--- config.mk ---
export PLATFORM = sky130hd
export DESIGN_NAME = hmac_ctrl_reg
export DESIGN_NICKNAME = d
export VERILOG_FILES = /design/src/verilog/hmac_pkg.sv /design/src/verilog/hmac_ctrl_reg.sv /design/src/verilog/hmac_window_decode.sv
export SDC_FILE = /design/constraint.sdc
export NUM_CORES = 1
export LEC_CHECK = 0
export BUFFER_PORTS_ARGS = -buffer_cell sky130_fd_sc_hd__buf_4
export CORE_MARGIN = 5
export CORE_UTILIZATION = 50
export CTS_BUF_LIST = sky130_fd_sc_hd__clkbuf_16
export CTS_CLUSTER_SIZE = 20
export DETAILED_ROUTE_END_ITERATION = 8
export PLACE_DENSITY_LB_ADDON = 0.1
export SYNTH_ARGS = -nofsm -noshare
export SYNTH_HDL_FRONTEND = slang
export SYNTH_SLANG_ARGS = --single-unit
--- constraint.sdc ---
create_clock -name I_CORE_CLK -period 3.05 [get_ports I_CORE_CLK]
set_input_delay 0.1525 -clock I_CORE_CLK [delete_from_list [all_inputs] [get_ports I_CORE_CLK]]
set_output_delay 0.1525 -clock I_CORE_CLK [all_outputs]
set_load 0.1 [all_outputs]
--- src/verilog/hmac_pkg.sv ---
package hmac_pkg;

    // ------------------------------------------------------------
    // register access
    // ------------------------------------------------------------
    localparam logic [15:0] HMAC_DATA_PORT     = 16'h03C5;    // sequencer data port
    localparam logic [15:0] HMAC_INDEX_PORT    = 16'h03C4;    // sequencer index port
    localparam logic [7:0]  HMAC_IDX_CTRL_TWO  = 8'h18;       // graphics_command_control_two index
    localparam logic [7:0]  HMAC_CTRL_RESET    = 8'h00;       // power-on value

    // ------------------------------------------------------------
    // field positions
    // ------------------------------------------------------------
    localparam int HMAC_BIT_LINEAR   = 0;   // linear_addressing_enable
    localparam int HMAC_BIT_ROTATE   = 1;   // repeat_rotation_blit_enable
    localparam int HMAC_BIT_WIDE     = 2;   // wide_path_select
    localparam int HMAC_BIT_MODE_LO  = 3;   // graphics mode low bit
    localparam int HMAC_BIT_MODE_HI  = 4;   // graphics mode high bit
    localparam int HMAC_BIT_SINGLE   = 5;   // aperture_single_select
    localparam int HMAC_BIT_CLKRUN   = 6;   // clock_run_enable
    localparam int HMAC_BIT_PIN_SEL  = 7;   // shared pin direction

    // ------------------------------------------------------------
    // address windows, byte addresses of the host memory space
    // ------------------------------------------------------------
    localparam logic [23:0] HMAC_WIN_A0000   = 24'h0A0000;
    localparam logic [23:0] HMAC_WIN_AFFFF   = 24'h0AFFFF;
    localparam logic [23:0] HMAC_WIN_B0000   = 24'h0B0000;
    localparam logic [23:0] HMAC_WIN_B7000   = 24'h0B7000;
    localparam logic [23:0] HMAC_WIN_B8000   = 24'h0B8000;
    localparam logic [23:0] HMAC_WIN_BFFFF   = 24'h0BFFFF;
    localparam logic [23:0] HMAC_WRAP_MASK   = 24'h03FFFF;  // 256 KB wrap

    // ------------------------------------------------------------
    // types
    // ------------------------------------------------------------
    typedef enum logic [1:0] {
        HMAC_MODE_VGA    = 2'b00,
        HMAC_MODE_PLANAR = 2'b01,
        HMAC_MODE_PACK0  = 2'b10,
        HMAC_MODE_PACK1  = 2'b11
    } hmac_mode_t;

    // decoded control carried to the memory path
    typedef struct packed {
        logic        linear;        // linear addressing selected
        logic        single_ap;     // only the linear aperture decodes
        logic        path_64;       // full 64-bit internal path
        logic        wrap_256k;     // wrap address at 256 KB
        logic        rotate_en;     // repeat rotation blit enabled
        logic        clkrun_en;     // clock-run function enabled
        logic        pin_is_out;    // shared pin drives activity
    } hmac_ctrl_t;

    // one host memory access request
    typedef struct packed {
        logic        valid;         // request present
        logic [31:0] addr;          // host byte address
    } hmac_req_t;

    // result of the decode
    typedef struct packed {
        logic        hit;           // the device claims the access
        logic        via_bank;      // address comes from the bank window
        logic [31:0] offset;        // offset into display memory
    } hmac_dec_t;

endpackage

--- src/verilog/hmac_ctrl_reg.sv ---
`timescale 1ns/1ps
// ------------------------------------------------------------
// ------------------------------------------------------------
module hmac_ctrl_reg
    import hmac_pkg::*;
#(
    parameter int ADDR_W = 32,                      // host address width
    parameter int BANK_W = 8                        // bank select width
)(
    input  wire logic              I_CORE_CLK,      // system clock
    input  wire logic              I_ARST_N,        // async reset, active low
    input  wire logic [15:0]       I_IO_ADDR,       // host i/o port address
    input  wire logic              I_IO_WR,         // i/o write strobe
    input  wire logic              I_IO_RD,         // i/o read strobe
    input  wire logic [7:0]        I_IO_WDATA,      // i/o write data
    output logic [7:0]             O_IO_RDATA,      // i/o read data, registered
    output logic                   O_IO_RD_HIT,     // read claimed by this register
    input  wire hmac_req_t         I_MEM_REQ,       // host memory request
    input  wire logic [1:0]        I_MAP_SEL,       // graphics-controller index 6 bits 3:2
    input  wire logic [BANK_W-1:0] I_BANK,          // bank_select_register value
    input  wire logic [ADDR_W-1:0] I_LIN_BASE,      // linear base from PCI BAR
    input  wire logic [ADDR_W-1:0] I_LIN_SIZE_MASK, // aperture size minus one
    input  wire logic              I_CLKRUN_PIN,    // shared pin input level
    output hmac_dec_t              O_DEC,           // registered decode result
    output hmac_ctrl_t             O_CTRL,          // decoded control fields
    output logic                   O_PIN_OUT,       // shared pin output level
    output logic                   O_PIN_OE,        // shared pin drive enable
    output logic                   O_CLKRUN_REQ     // synchronised clock-run request
);

    // ------------------------------------------------------------
    // elaboration checks
    // ------------------------------------------------------------
    if (ADDR_W < 24 || ADDR_W > 32) begin : g_bad_addr
        $error("ADDR_W must lie in 24..32");
    end
    if (BANK_W < 1 || BANK_W > 8) begin : g_bad_bank
        $error("BANK_W must lie in 1..8");
    end

    // ------------------------------------------------------------
    // state
    // ------------------------------------------------------------
    typedef struct packed {
        logic [7:0]  index;        // sequencer index latch
        logic [7:0]  ctrl;         // graphics_command_control_two
        logic [7:0]  rdata;        // read data
        logic        rd_hit;       // read claimed
        hmac_dec_t   dec;          // decode result
        logic [1:0]  pin_sync;     // two-flop synchroniser of the pin
        logic        pin_act;      // registered activity output level
    } hmac_state_t;
    // all state lives in one record so reset and the register stage stay in one place;
    // the decode result is registered, which costs one cycle of latency on every access

    hmac_state_t st_r;             // registered state
    hmac_state_t st_nxt;           // next state

    logic        win_hit;          // banked window hit
    logic [23:0] win_base;         // banked window base
    hmac_ctrl_t  ctl;              // field decode
    hmac_mode_t  mode;             // graphics mode field

    hmac_window_decode u_win (
        .i_map_sel (I_MAP_SEL),
        .i_addr    (I_MEM_REQ.addr[23:0]),
        .o_hit     (win_hit),
        .o_base    (win_base)
    );

    // ------------------------------------------------------------
    // field decode
    // ------------------------------------------------------------
    // the wide-path bit only matters in the 32-bit modes, so 1x ignores it
    always_comb begin
        mode          = hmac_mode_t'(st_r.ctrl[HMAC_BIT_MODE_HI:HMAC_BIT_MODE_LO]);
        ctl.linear    = st_r.ctrl[HMAC_BIT_LINEAR];
        ctl.single_ap = ctl.linear & st_r.ctrl[HMAC_BIT_SINGLE];
        ctl.rotate_en = st_r.ctrl[HMAC_BIT_ROTATE];
        ctl.clkrun_en = st_r.ctrl[HMAC_BIT_CLKRUN];
        ctl.pin_is_out = st_r.ctrl[HMAC_BIT_PIN_SEL];
        // the mode field picks the data path width and the wrap:
        //   00  standard, 32-bit path, wraps at 256 KB
        //   01  planar 16-colour, 32-bit path, no wrap
        //   1x  packed pixel, always the full 64-bit path
        // in the two narrow modes the wide-path bit lifts the 32-bit limit, in 00 the wrap as well,
        // which is how software reaches all of display memory there
        case (mode)
            HMAC_MODE_VGA: begin
                // standard mode: narrow and wrapped unless software opens full range
                ctl.path_64   = st_r.ctrl[HMAC_BIT_WIDE];
                ctl.wrap_256k = ~st_r.ctrl[HMAC_BIT_WIDE];
            end
            HMAC_MODE_PLANAR: begin
                // planar mode never wraps; the wide bit still widens the path
                ctl.path_64   = st_r.ctrl[HMAC_BIT_WIDE];
                ctl.wrap_256k = 1'b0;
            end
            default: begin
                // packed pixel modes: the wide bit has no effect here
                ctl.path_64   = 1'b1;
                ctl.wrap_256k = 1'b0;
            end
        endcase
    end

    // ------------------------------------------------------------
    // next state
    // ------------------------------------------------------------
    always_comb begin
        logic        lin_hit;      // inside linear aperture
        logic        use_bank;     // route through the legacy window
        logic        win_ok;       // legacy window hit in the first megabyte
        logic [31:0] off;          // computed offset
        st_nxt   = st_r;
        lin_hit  = 1'b0;
        use_bank = 1'b0;
        // the legacy windows sit below 1 MB; without the upper-bit test any
        // address whose low 24 bits fall in a window would alias into it
        win_ok   = win_hit && (I_MEM_REQ.addr[31:24] == 8'h00);
        off      = 32'h0000_0000;

        // index port latch
        if (I_IO_WR && I_IO_ADDR == HMAC_INDEX_PORT) begin
            st_nxt.index = I_IO_WDATA;
        end
        // data port write of our index
        if (I_IO_WR && I_IO_ADDR == HMAC_DATA_PORT && st_r.index == HMAC_IDX_CTRL_TWO) begin
            st_nxt.ctrl = I_IO_WDATA;
        end
        // read returns the whole register, no reserved bits
        st_nxt.rd_hit = I_IO_RD && I_IO_ADDR == HMAC_DATA_PORT && st_r.index == HMAC_IDX_CTRL_TWO;
        st_nxt.rdata  = st_nxt.rd_hit ? st_r.ctrl : 8'h00;

        // memory decode
        lin_hit = ((I_MEM_REQ.addr & ~32'(I_LIN_SIZE_MASK)) == 32'(I_LIN_BASE));
        // priority: banked mode uses only the legacy window; in linear mode the linear
        // aperture wins, and the A0000 window is a fallback in dual aperture only
        if (!ctl.linear) begin
            // banked: window plus bank register gives the offset
            use_bank = win_ok;
            off      = {8'h00, 24'(I_MEM_REQ.addr[23:0] - win_base)}
                     | {8'h00, 8'(I_BANK), 16'h0000};
        end else if (lin_hit) begin
            off = I_MEM_REQ.addr & 32'(I_LIN_SIZE_MASK);
        end else if (!ctl.single_ap && win_ok && I_MAP_SEL == 2'b01) begin
            // dual aperture keeps A0000-AFFFF alive beside the linear one
            use_bank = 1'b1;
            off      = {8'h00, 24'(I_MEM_REQ.addr[23:0] - win_base)};
        end
        if (ctl.wrap_256k) begin
            off = off & {8'h00, HMAC_WRAP_MASK};
        end
        st_nxt.dec.hit      = I_MEM_REQ.valid & (use_bank | (ctl.linear & lin_hit));
        st_nxt.dec.via_bank = I_MEM_REQ.valid & use_bank;
        st_nxt.dec.offset   = I_MEM_REQ.valid ? off : 32'h0000_0000;

        // pin synchroniser, first flop only feeds the second
        st_nxt.pin_sync = {st_r.pin_sync[0], I_CLKRUN_PIN};
        // the synchronised level starts at zero after reset; harmless, because
        // clock-run stays disabled until software sets bit 6
        // activity level follows a live request while the pin is an output
        st_nxt.pin_act  = ctl.pin_is_out & I_MEM_REQ.valid;
    end

    // ------------------------------------------------------------
    // state register
    // ------------------------------------------------------------
    always_ff @(posedge I_CORE_CLK or negedge I_ARST_N) begin
        if (!I_ARST_N) begin
            st_r       <= '0;
            st_r.ctrl  <= HMAC_CTRL_RESET;
        end else begin
            st_r <= st_nxt;
        end
    end

    // ------------------------------------------------------------
    // outputs
    // ------------------------------------------------------------
    // the pin is driven only as an activity output; as input it feeds clock-run
    assign O_IO_RDATA   = st_r.rdata;
    assign O_IO_RD_HIT  = st_r.rd_hit;
    assign O_DEC        = st_r.dec;
    assign O_CTRL       = ctl;
    assign O_PIN_OE     = ctl.pin_is_out;
    // control fields are decoded straight from the register, so a write reaches
    // the memory path on the very next edge; read data, decode and activity
    // level all leave from flip-flops
    assign O_PIN_OUT    = st_r.pin_act;
    assign O_CLKRUN_REQ = ctl.clkrun_en & ~ctl.pin_is_out & ~st_r.pin_sync[1];

endmodule

--- src/verilog/hmac_window_decode.sv ---
`timescale 1ns/1ps
// combinational banked-window decode
module hmac_window_decode
    import hmac_pkg::*;
(
    input  wire logic [1:0]  i_map_sel,    // graphics-controller index 6 bits 3:2
    input  wire logic [23:0] i_addr,       // low host address bits
    output logic             o_hit,        // address inside the selected window
    output logic [23:0]      o_base        // window base address
);

    // ------------------------------------------------------------
    // window select
    // ------------------------------------------------------------
    // window bounds follow the map select; the 10 range ends at B7000 inclusive
    always_comb begin
        case (i_map_sel)
            2'b00: begin
                o_hit  = (i_addr >= HMAC_WIN_A0000) && (i_addr <= HMAC_WIN_BFFFF);
                o_base = HMAC_WIN_A0000;
            end
            2'b01: begin
                o_hit  = (i_addr >= HMAC_WIN_A0000) && (i_addr <= HMAC_WIN_AFFFF);
                o_base = HMAC_WIN_A0000;
            end
            2'b10: begin
                o_hit  = (i_addr >= HMAC_WIN_B0000) && (i_addr <= HMAC_WIN_B7000);
                o_base = HMAC_WIN_B0000;
            end
            default: begin
                o_hit  = (i_addr >= HMAC_WIN_B8000) && (i_addr <= HMAC_WIN_BFFFF);
                o_base = HMAC_WIN_B8000;
            end
        endcase
    end

endmodule
==> flow_summary.json <==
{
  "outcome": "complete, no violations",
  "swShare": 0.254,
  "io_buffers": 188,
  "num_rows": 31,
  "path_max_fanout": 14,
  "yosysWarnings": 0,
  "die_area_um2": 9290,
  "cp.depth": 9,
  "setup_viol": 0,
  "drt-initial-drc-count": 133,
  "slowest_delay_ns": 0.55,
  "maxSlewHeadroom": 0.488,
  "synthTopCellsByCount": "62 x dfrtp_1, 46 x buf_4, 42 x nand2_1, 35 x xnor2_1, 31 x nor2b_1",
  "grt_pass1_wl_um": 16900,
  "die_h_um": 96.4,
  "synth_fp_nets": 530,
  "syn_avg_cell_area_um2": 9.55,
  "avgViaCountPerCell": 5.11,
  "nets": 678,
  "synth_top_area_frac": 0.416,
  "antenna_found_initial": 0,
  "track_usage": 0.242,
  "powerDensity_nw_per_um2": 401,
  "netlist_top_cells_area": "dfrtp_1 42%, buf_4 9.2%, xnor2_1 8.2%, nor2b_1 5.2%, mux2_2 4.5%",
  "crit_family": "simple AND/OR/NAND/NOR gates",
  "place_area_um2": 4900,
  "worstPathCellList": "buf_4, nor2b_1, xnor2_1, nand4_1, nor4_1, and2_1, buf_4, o31a_1, o31ai_1",
  "wirelength_um": 11200,
  "regToRegSetupSlack_ns": 1.03,
  "cts_root_buf": "clkbuf_16",
  "io_pins": 189,
  "first_global_vias": 3479,
  "insertedDiodeCount": 0,
  "gp_congestion": 0.874,
  "required_ns": 3.25,
  "core-area_um2": 7250,
  "ys.flop_type": "dfrtp_1",
  "syn_inst": 391,
  "pwr-share-clk": 0.459,
  "worstPathArrival_ns": 2.47,
  "dp_hpwl_um": 8920,
  "maxCapViolations": 0,
  "seq_power_share": 0.396,
  "cts.path.max_buffers": 2,
  "num_vias": 3288,
  "path_class": "in2reg",
  "cts_resized": 0,
  "fin_crit_sh": 0.743,
  "regArea_um2": 1550,
  "final_hold_viol_count": 0,
  "clock_latency_ns": 0.33,
  "grt_setup_unrepaired": "no",
  "synth_top_cell_by_area": "dfrtp_1",
  "hold_path_class": "in2reg",
  "cts_buffers": 9,
  "die_w_um": 96.4,
  "p_total_mw": 2.09,
  "power_frac_comb": 0.145,
  "synth_most_common_cell": "dfrtp_1",
  "intPower_mw": 1.56,
  "fillers": 584,
  "cp_common_cell": "buf_4",
  "grt_overflow": 0,
  "grt_max_degree": 63,
  "final_area_um2": 5200,
  "drc": 0,
  "crit_path_end_kind": "register",
  "fmax_mhz": 441,
  "netlist_area_um2": 3730,
  "cts_tree": "done",
  "hold_ws_ns": 0.0621,
  "synth-seq-cells": 62,
  "period_needed_ns": 2.27,
  "dr.pass1.iters": 4,
  "cts_sinks": 62,
  "wl_per_cell_um": 17.4,
  "r2r_cells": 4,
  "fin_setup_tns_ns": 0,
  "synth_edf_count": 0,
  "synth_seq_area_share": 0.416,
  "power_leakage_nw": 2.52,
  "syn2layout_area_growth_pct": 39.3,
  "whs_path_depth": 3,
  "multi_input_area_um2": 1750,
  "drt.antenna.violating_nets": 0,
  "clkTransAtPathRegs_ns": 0.06,
  "clock_skew_ns": 0.00637,
  "worst-path-buf-inv": 2,
  "layout-drive-gt1-share": 0.430,
  "p_sw_uw": 530,
  "ys_async_sr_fraction": 1.00,
  "worst_pin_slew_ns": 0.763,
  "initial_core_util": 0.515,
  "htreeDepth": 3,
  "synth_cell_type_count": 48,
  "peakVddDrop_uv": 261,
  "startpoint_type": "input port",
  "slew_viol_final": 0,
  "cpMaxStageDelayCell": "and2_1"
}
-- power by group through the flow --
stage,Clock (mW),Combinational [mW],Sequential [mW]
global placement,0,0.296,0.840
CTS,0.972,0.304,0.825
detailed placement,0,0.300,0.840
finish,0.957,0.303,0.825
floorplan,0,0.103,0.840
global route,1.01,0.330,0.824
-- placed cells by master (no fill, tap or decap), types with 2 or more instances in the layout --
| cell type | count |
|---|---|
| mux2_2 | 15 |
| o31ai_1 | 3 |
| a21oi_1 | 20 |
| nor2b_1 | 31 |
| nand3_1 | 4 |
| a41oi_1 | 2 |
| nand2_1 | 42 |
| and2b_1 | 3 |
| and2_1 | 11 |
| o21ai_0 | 7 |
| nor3_1 | 7 |
| nor4_1 | 6 |
| clkinv_4 | 2 |
| nand4_1 | 14 |
| or2_2 | 4 |
| xnor2_1 | 35 |
| or3_1 | 2 |
| nor2_1 | 13 |
| dfrtp_1 | 62 |
| inv_1 | 9 |
| and3_1 | 10 |
| buf_4 | 191 |
| a211oi_1 | 4 |
| o31a_1 | 2 |
| clkbuf_16 | 9 |
| dlygate4sd3_1 | 2 |
| a31oi_1 | 7 |
| inv_6 | 3 |
| ha_1 | 2 |
-- worst paths after layout --
| path | from | end |
|---|---|---|
| max | I_MEM_REQ[19] | O_DEC[33] |
| min | I_MEM_REQ[11] | O_DEC[11] |
| max reg2reg | st_r[56] | st_r[48] |
| min reg2reg | st_nxt[2] | st_r[2] |
| max in group asynchronous | I_ARST_N | O_DEC[5] |
| min in group asynchronous | I_ARST_N | st_nxt[2] |
-- cell type report --
type | count | area share
Clock buffer | 9 | 0.0433
Sequential cell | 62 | 0.298
Tap cell | 99 | 0.0238
Timing Repair Buffer | 193 | 0.279
Multi-Input combinational cell | 263 | 0.337
Clock inverter | 7 | 0.0108
Inverter | 10 | 0.00722
-- per-stage QoR --
stage / util / cells / setup slack [ns]
global placement: 0.676 / 625 / 0.468
finish: 0.717 / 643 / 0.785
detailed placement: 0.676 / 625 / 0.466
floorplan: - / 391 / 0.106
CTS: 0.717 / 643 / 0.806
global route: 0.717 / 643 / 0.538
-- worst min-delay path: cells and delay by family --
kind | cells | cell delay (ns)
buffers and inverters | 1 | 0.12
AOI/OAI and AO/OA | 1 | 0.04
and+or+nand+nor | 1 | 0.05
-- flip-flops by register name (all words and copies together), names as in the netlist --
register	flops
st_r	11
O_IO_RD_HIT	1
O_CTRL	4
O_IO_RDATA	8
st_nxt	1
O_DEC	34
O_PIN_OUT	1
mode	2
-- per-layer routing --
layer,track usage,wire length [µm],vias up
li1,-,-,1597
met4,0.0876,229,0
met5,0,0,-
met1,0.292,4420,1546
met3,0.0658,948,18
met2,0.413,5600,127
-- cell families after synthesis --
kind of cell / Yosys count / synth area share
compound gates: 53 / 0.0942
xor+xnor: 36 / 0.0844
fa+ha+maj: 3 / 0.0121
buf+inv: 66 / 0.116
flops: 62 / 0.416
mux: 15 / 0.0452
simple gates: 156 / 0.233
-- timing repair --
item                                   4_1_cts  5_1_grt
buffers inserted                             0        0
endpoints found under the hold margin       63        0
hold buffers                                 2        0
(Power assumes the default switching activity.)
